File: config.mk
export PLATFORM = sky130hd
export DESIGN_NAME = crc_frame_check
export DESIGN_NICKNAME = d
export VERILOG_FILES = /design/src/verilog/crc_frame_check.v
export VERILOG_INCLUDE_DIRS = /design/src /design/src/verilog
export SDC_FILE = /design/constraint.sdc
export NUM_CORES = 1
export LEC_CHECK = 0
export BUFFER_PORTS_ARGS = -buffer_cell sky130_fd_sc_hd__buf_2
export CORE_UTILIZATION = 45
export CTS_CLUSTER_DIAMETER = 200
export DETAILED_ROUTE_END_ITERATION = 6
export SETUP_SLACK_MARGIN = 0.5
export SLEW_MARGIN = 10
export SYNTH_ARGS = -nofsm -noshare
export SYNTH_HDL_FRONTEND = slang
export SYNTH_SLANG_ARGS = --single-unit
File: constraint.sdc
create_clock -name clk_sys_i -period 3.6 [get_ports clk_sys_i]
set_clock_uncertainty 0.05 [all_clocks]
set_input_delay 0.36 -clock clk_sys_i [delete_from_list [all_inputs] [get_ports clk_sys_i]]
set_output_delay 0.36 -clock clk_sys_i [all_outputs]
set_load 0.01 [all_outputs]
File: src/verilog/cfg_crc_defs.vh
// shared constants for the configuration memory crc checker
`ifndef CFG_CRC_DEFS_VH
`define CFG_CRC_DEFS_VH
// apb register byte offsets
`define ADDR_CTRL 12'h000
`define ADDR_STATUS 12'h004
`define ADDR_REF 12'h008
`define ADDR_SIG 12'h00C
`define ADDR_FRAME_LEN 12'h010
`define ADDR_FRAME_CNT 12'h014
// control register fields
`define CTRL_CHECK_EN 0
`define CTRL_DIV_LSB 4
`define CTRL_DIV_MSB 7
// status register fields
`define ST_USER_MODE 0
`define ST_CFG_ERR 1
`define ST_CFG_DONE 2
`define ST_CRC_ERR 3
`define ST_PASS_DONE 4
// reset values
`define CTRL_RESET 32'h0000_0000
`define FRAME_LEN_RESET 16'h0010
// crc polynomials
`define POLY32 32'h04C11DB7
`define POLY16 16'h8005
// jtag instruction for reference register access
`define REF_ACCESS_INSTR 10'h015
`define DIV_MAX 4'h8
`endif

File: src/verilog/crc_frame_check.v
// 16-bit per-frame crc computation and compare during loading
`include "cfg_crc_defs.vh"
module crc_frame_check (
  input wire clk_sys_i,
  input wire nrst_i,
  input wire clear_i,
  input wire data_valid_i,
  input wire data_bit_i,
  input wire is_check_i,
  input wire last_check_i,
  output reg mismatch_o,
  output reg frame_ok_o
);
  reg [15:0] crc_reg;
  reg [15:0] crc_next;
  reg [15:0] rx_reg;
  reg [15:0] rx_next;
  reg fb;

  // data bits feed the crc; check bits feed the received shifter in parallel
  always @* begin
    crc_next = crc_reg;
    rx_next = rx_reg;
    fb = crc_reg[15] ^ data_bit_i;
    if (data_valid_i && !is_check_i) begin
      crc_next = {crc_reg[14:0], 1'b0} ^ (fb ? `POLY16 : 16'h0000);
    end
    if (data_valid_i && is_check_i) begin
      rx_next = {rx_reg[14:0], data_bit_i};
    end
  end

  // compare once the last check bit has arrived
  always @(posedge clk_sys_i) begin
    if (!nrst_i || clear_i) begin
      crc_reg <= 16'h0000;
      rx_reg <= 16'h0000;
      mismatch_o <= 1'b0;
      frame_ok_o <= 1'b0;
    end else begin
      mismatch_o <= 1'b0;
      frame_ok_o <= 1'b0;
      crc_reg <= crc_next;
      rx_reg <= rx_next;
      if (data_valid_i && is_check_i && last_check_i) begin
        crc_reg <= 16'h0000;
        rx_reg <= 16'h0000;
        if (rx_next != crc_reg) begin
          mismatch_o <= 1'b1;
        end else begin
          frame_ok_o <= 1'b1;
        end
      end
    end
  end
endmodule

==> flow_metrics.tcl <==
set metrics [dict create \
    status "completed" \
    synth_edf_count 0 \
    cts_root_buf "clkbuf_4" \
    setup_viol_count_final 0 \
    htree_levels 2 \
    reg2reg_depth 5 \
    syn_area_um2 1640 \
    start_util_pct 48.0 \
    synth_nets 219 \
    postRouteAntennaNets 0 \
    cp.required_ns 3.80 \
    gp_congestion 0.850 \
    grt_pass1_wl_um 6560 \
    hold_viol 0 \
    drt_iter0_drc 78 \
    r2r-end "frame_ok_o" \
    critPathLaunchType "primary input" \
    num_rows 21 \
    synth_seq_area_share_pct 41.5 \
    cts_buffer_depth 2 \
    worst_ep_arrival_time_ns 2.24 \
    antenna_found_initial 0 \
    hp-class "in -> reg" \
    cts_tree "yes" \
    ys_ff_latch 34 \
    peakVddDrop_v 0.000195 \
    relSlewSlack_pct 32.8 \
    synth.distinct_cells 37 \
    drc_errors 0 \
    core_um2 3420 \
    numCtsBuffers 5 \
    setup_tns_ns 0 \
    yosysTopAreaCell "dfxtp_1" \
    crit_path_end "crc_reg[13]" \
    drive_gt1_share_pct 8.72 \
    diodes 0 \
    pwr_density_cell_nw_per_um2 440 \
    leakage_nw 0.576 \
    synthArstFlopShare_pct 0 \
    synth_flop_cell "dfxtp_1" \
    clkTransAtPathRegs_ns 0.10 \
    timing.fmax_mhz 488 \
    num_vias 1435 \
    die_h_um 62.4 \
    hold_slack_ns 0.210 \
    grt.total_usage_pct 21.8 \
    hold_buffers 0 \
    fin_nets 224 \
    postCtsSetupBuffers 0 \
    die_area_um2 3890 \
    grt_max_degree 27 \
    period_needed_ns 2.05 \
    die_x_um 62.4 \
    cts-resized-gates 0 \
    synthCells 212 \
    viasPerCell 5.44 \
    portBuffers 8 \
    clock_latency_ns 0.35 \
    grt_setup_unrepaired "false" \
    yosysMostFrequentCell "nand2_1" \
    firstDrtPassIters 4 \
    yosysWarnings 0 \
    max_cap_viol_count 0 \
    reg2reg_slack_ns 1.65 \
    r2r-start "crc_reg[8]" \
    hpwl_um 2650 \
    worst_pin_slew_ns 1.01 \
    wl_per_cell_um 14.6 \
    synth_top_area_share_pct 41.5 \
    io_pins 9 \
    fin_crit_sh_pct 56.9 \
    first_global_vias 1363 \
    overflow 0 \
    worstSetupPathType "in -> reg" \
    synth_common_cells "nand2_1 (56), dfxtp_1 (34), a21oi_1 (32), xnor2_1 (13), inv_1 (12)" \
    drt_wl_total_um 3860 \
    cp-end-kind "flip-flop" \
    area_delta_synth_final_pct 10.3 \
    crit_fanout 26 \
    setup.worst_path.start "data_valid_i" \
    synth.area.top_cells "dfxtp_1 (42%), nand2_1 (13%), a21oi_1 (9.8%)" \
    syn_area_per_cell_um2 7.73 \
    numClockSinks 34 \
    maxSlewViolCount 0 \
]
-- placed cells by master, fill, tap and decap left out, types with 2 or more instances in the layout --
master and n:
nor2_1 8, a211oi_1 2, inv_1 12, mux2i_1 2, buf_2 8, xnor2_1 13
dfxtp_1 34, o22ai_1 3, nand3_1 2, a21oi_1 32, clkbuf_4 5, bufinv_16 2
nand4_1 2, xor2_1 5, nand2_1 56, a221oi_1 2, nor3_1 2, a222oi_1 2
nand2b_1 3, nor2b_1 4, o2111a_1 2
-- per-stage QoR --
| step | util (%) | instance area (um2) | cells | total power [mW] | setup WS [ns] |
|---|---|---|---|---|---|
| 6_report | 52.9 | 1810 | 264 | 0.796 | 1.55 |
| 5_1_grt | 52.9 | 1810 | 264 | 0.822 | 1.34 |
| 4_1_cts | 52.9 | 1810 | 264 | 0.802 | 1.59 |
| 3_5_place_dp | 49.7 | 1700 | 256 | 0.435 | 1.20 |
| 3_3_place_gp | 49.7 | 1700 | 256 | 0.433 | 1.26 |
| 2_1_floorplan | - | 1640 | 212 | 0.422 | 1.94 |
-- critical path: stages --
cell and delay (ns):
buf_2 0.13, and2_1 0.73, nand2_1 0.16, nand2_1 0.45
buf_4 0.32, a21oi_1 0.07
-- routing by layer --
metal  track usage, %  up-vias  share of wire [%]
li1                 -      730                  -
met1             27.8      657                 46
met2             34.8       41                 47
met3             6.80        7                5.6
met4             7.56        0                1.2
met5                0        -                  0
-- power by group --
group	internal [mW]	leakage (nW)	switching [mW]	total (mW)
registers	0.377	0.274	0.00175	0.379
clock network	0.235	0.0585	0.134	0.369
logic	0.0158	0.243	0.0320	0.0478
total	0.628	0.576	0.167	0.796
-- how the worst min path moves through the flow --
| stage | to | startpoint | cells after the start |
|---|---|---|---|
| final | mismatch_o | last_check_i | 3 |
| after global routing | mismatch_o | last_check_i | 3 |
| after detailed placement | rx_reg[15] | rx_reg[15] | 2 |
| after floorplan | rx_reg[15] | rx_reg[15] | 2 |
| after global placement | rx_reg[15] | rx_reg[15] | 2 |
| after CTS | mismatch_o | last_check_i | 3 |
-- kinds of logic (layout without fill, tap and decap cells) --
family | after synthesis | after routing | share of synthesized area (%)
multiplexers | 2 | 2 | 1.22
XOR/XNOR | 18 | 18 | 9.62
buffers and inverters | 24 | 30 | 5.88
flip-flops | 34 | 34 | 41.5
AO/OA/AOI/OAI | 51 | 51 | 19.4
AND/OR/NAND/NOR | 83 | 83 | 22.4
-- cell type report --
type,count,area [um2]
Timing Repair Buffer,9,47.5
Multi-Input combinational cell,154,862
Tap cell,46,57.6
Sequential cell,34,681
Inverter,13,48.8
Fill cell,331,1610
Clock buffer,6,51.3
Clock inverter,2,60.1
Power figures use the tool's default switching activity.
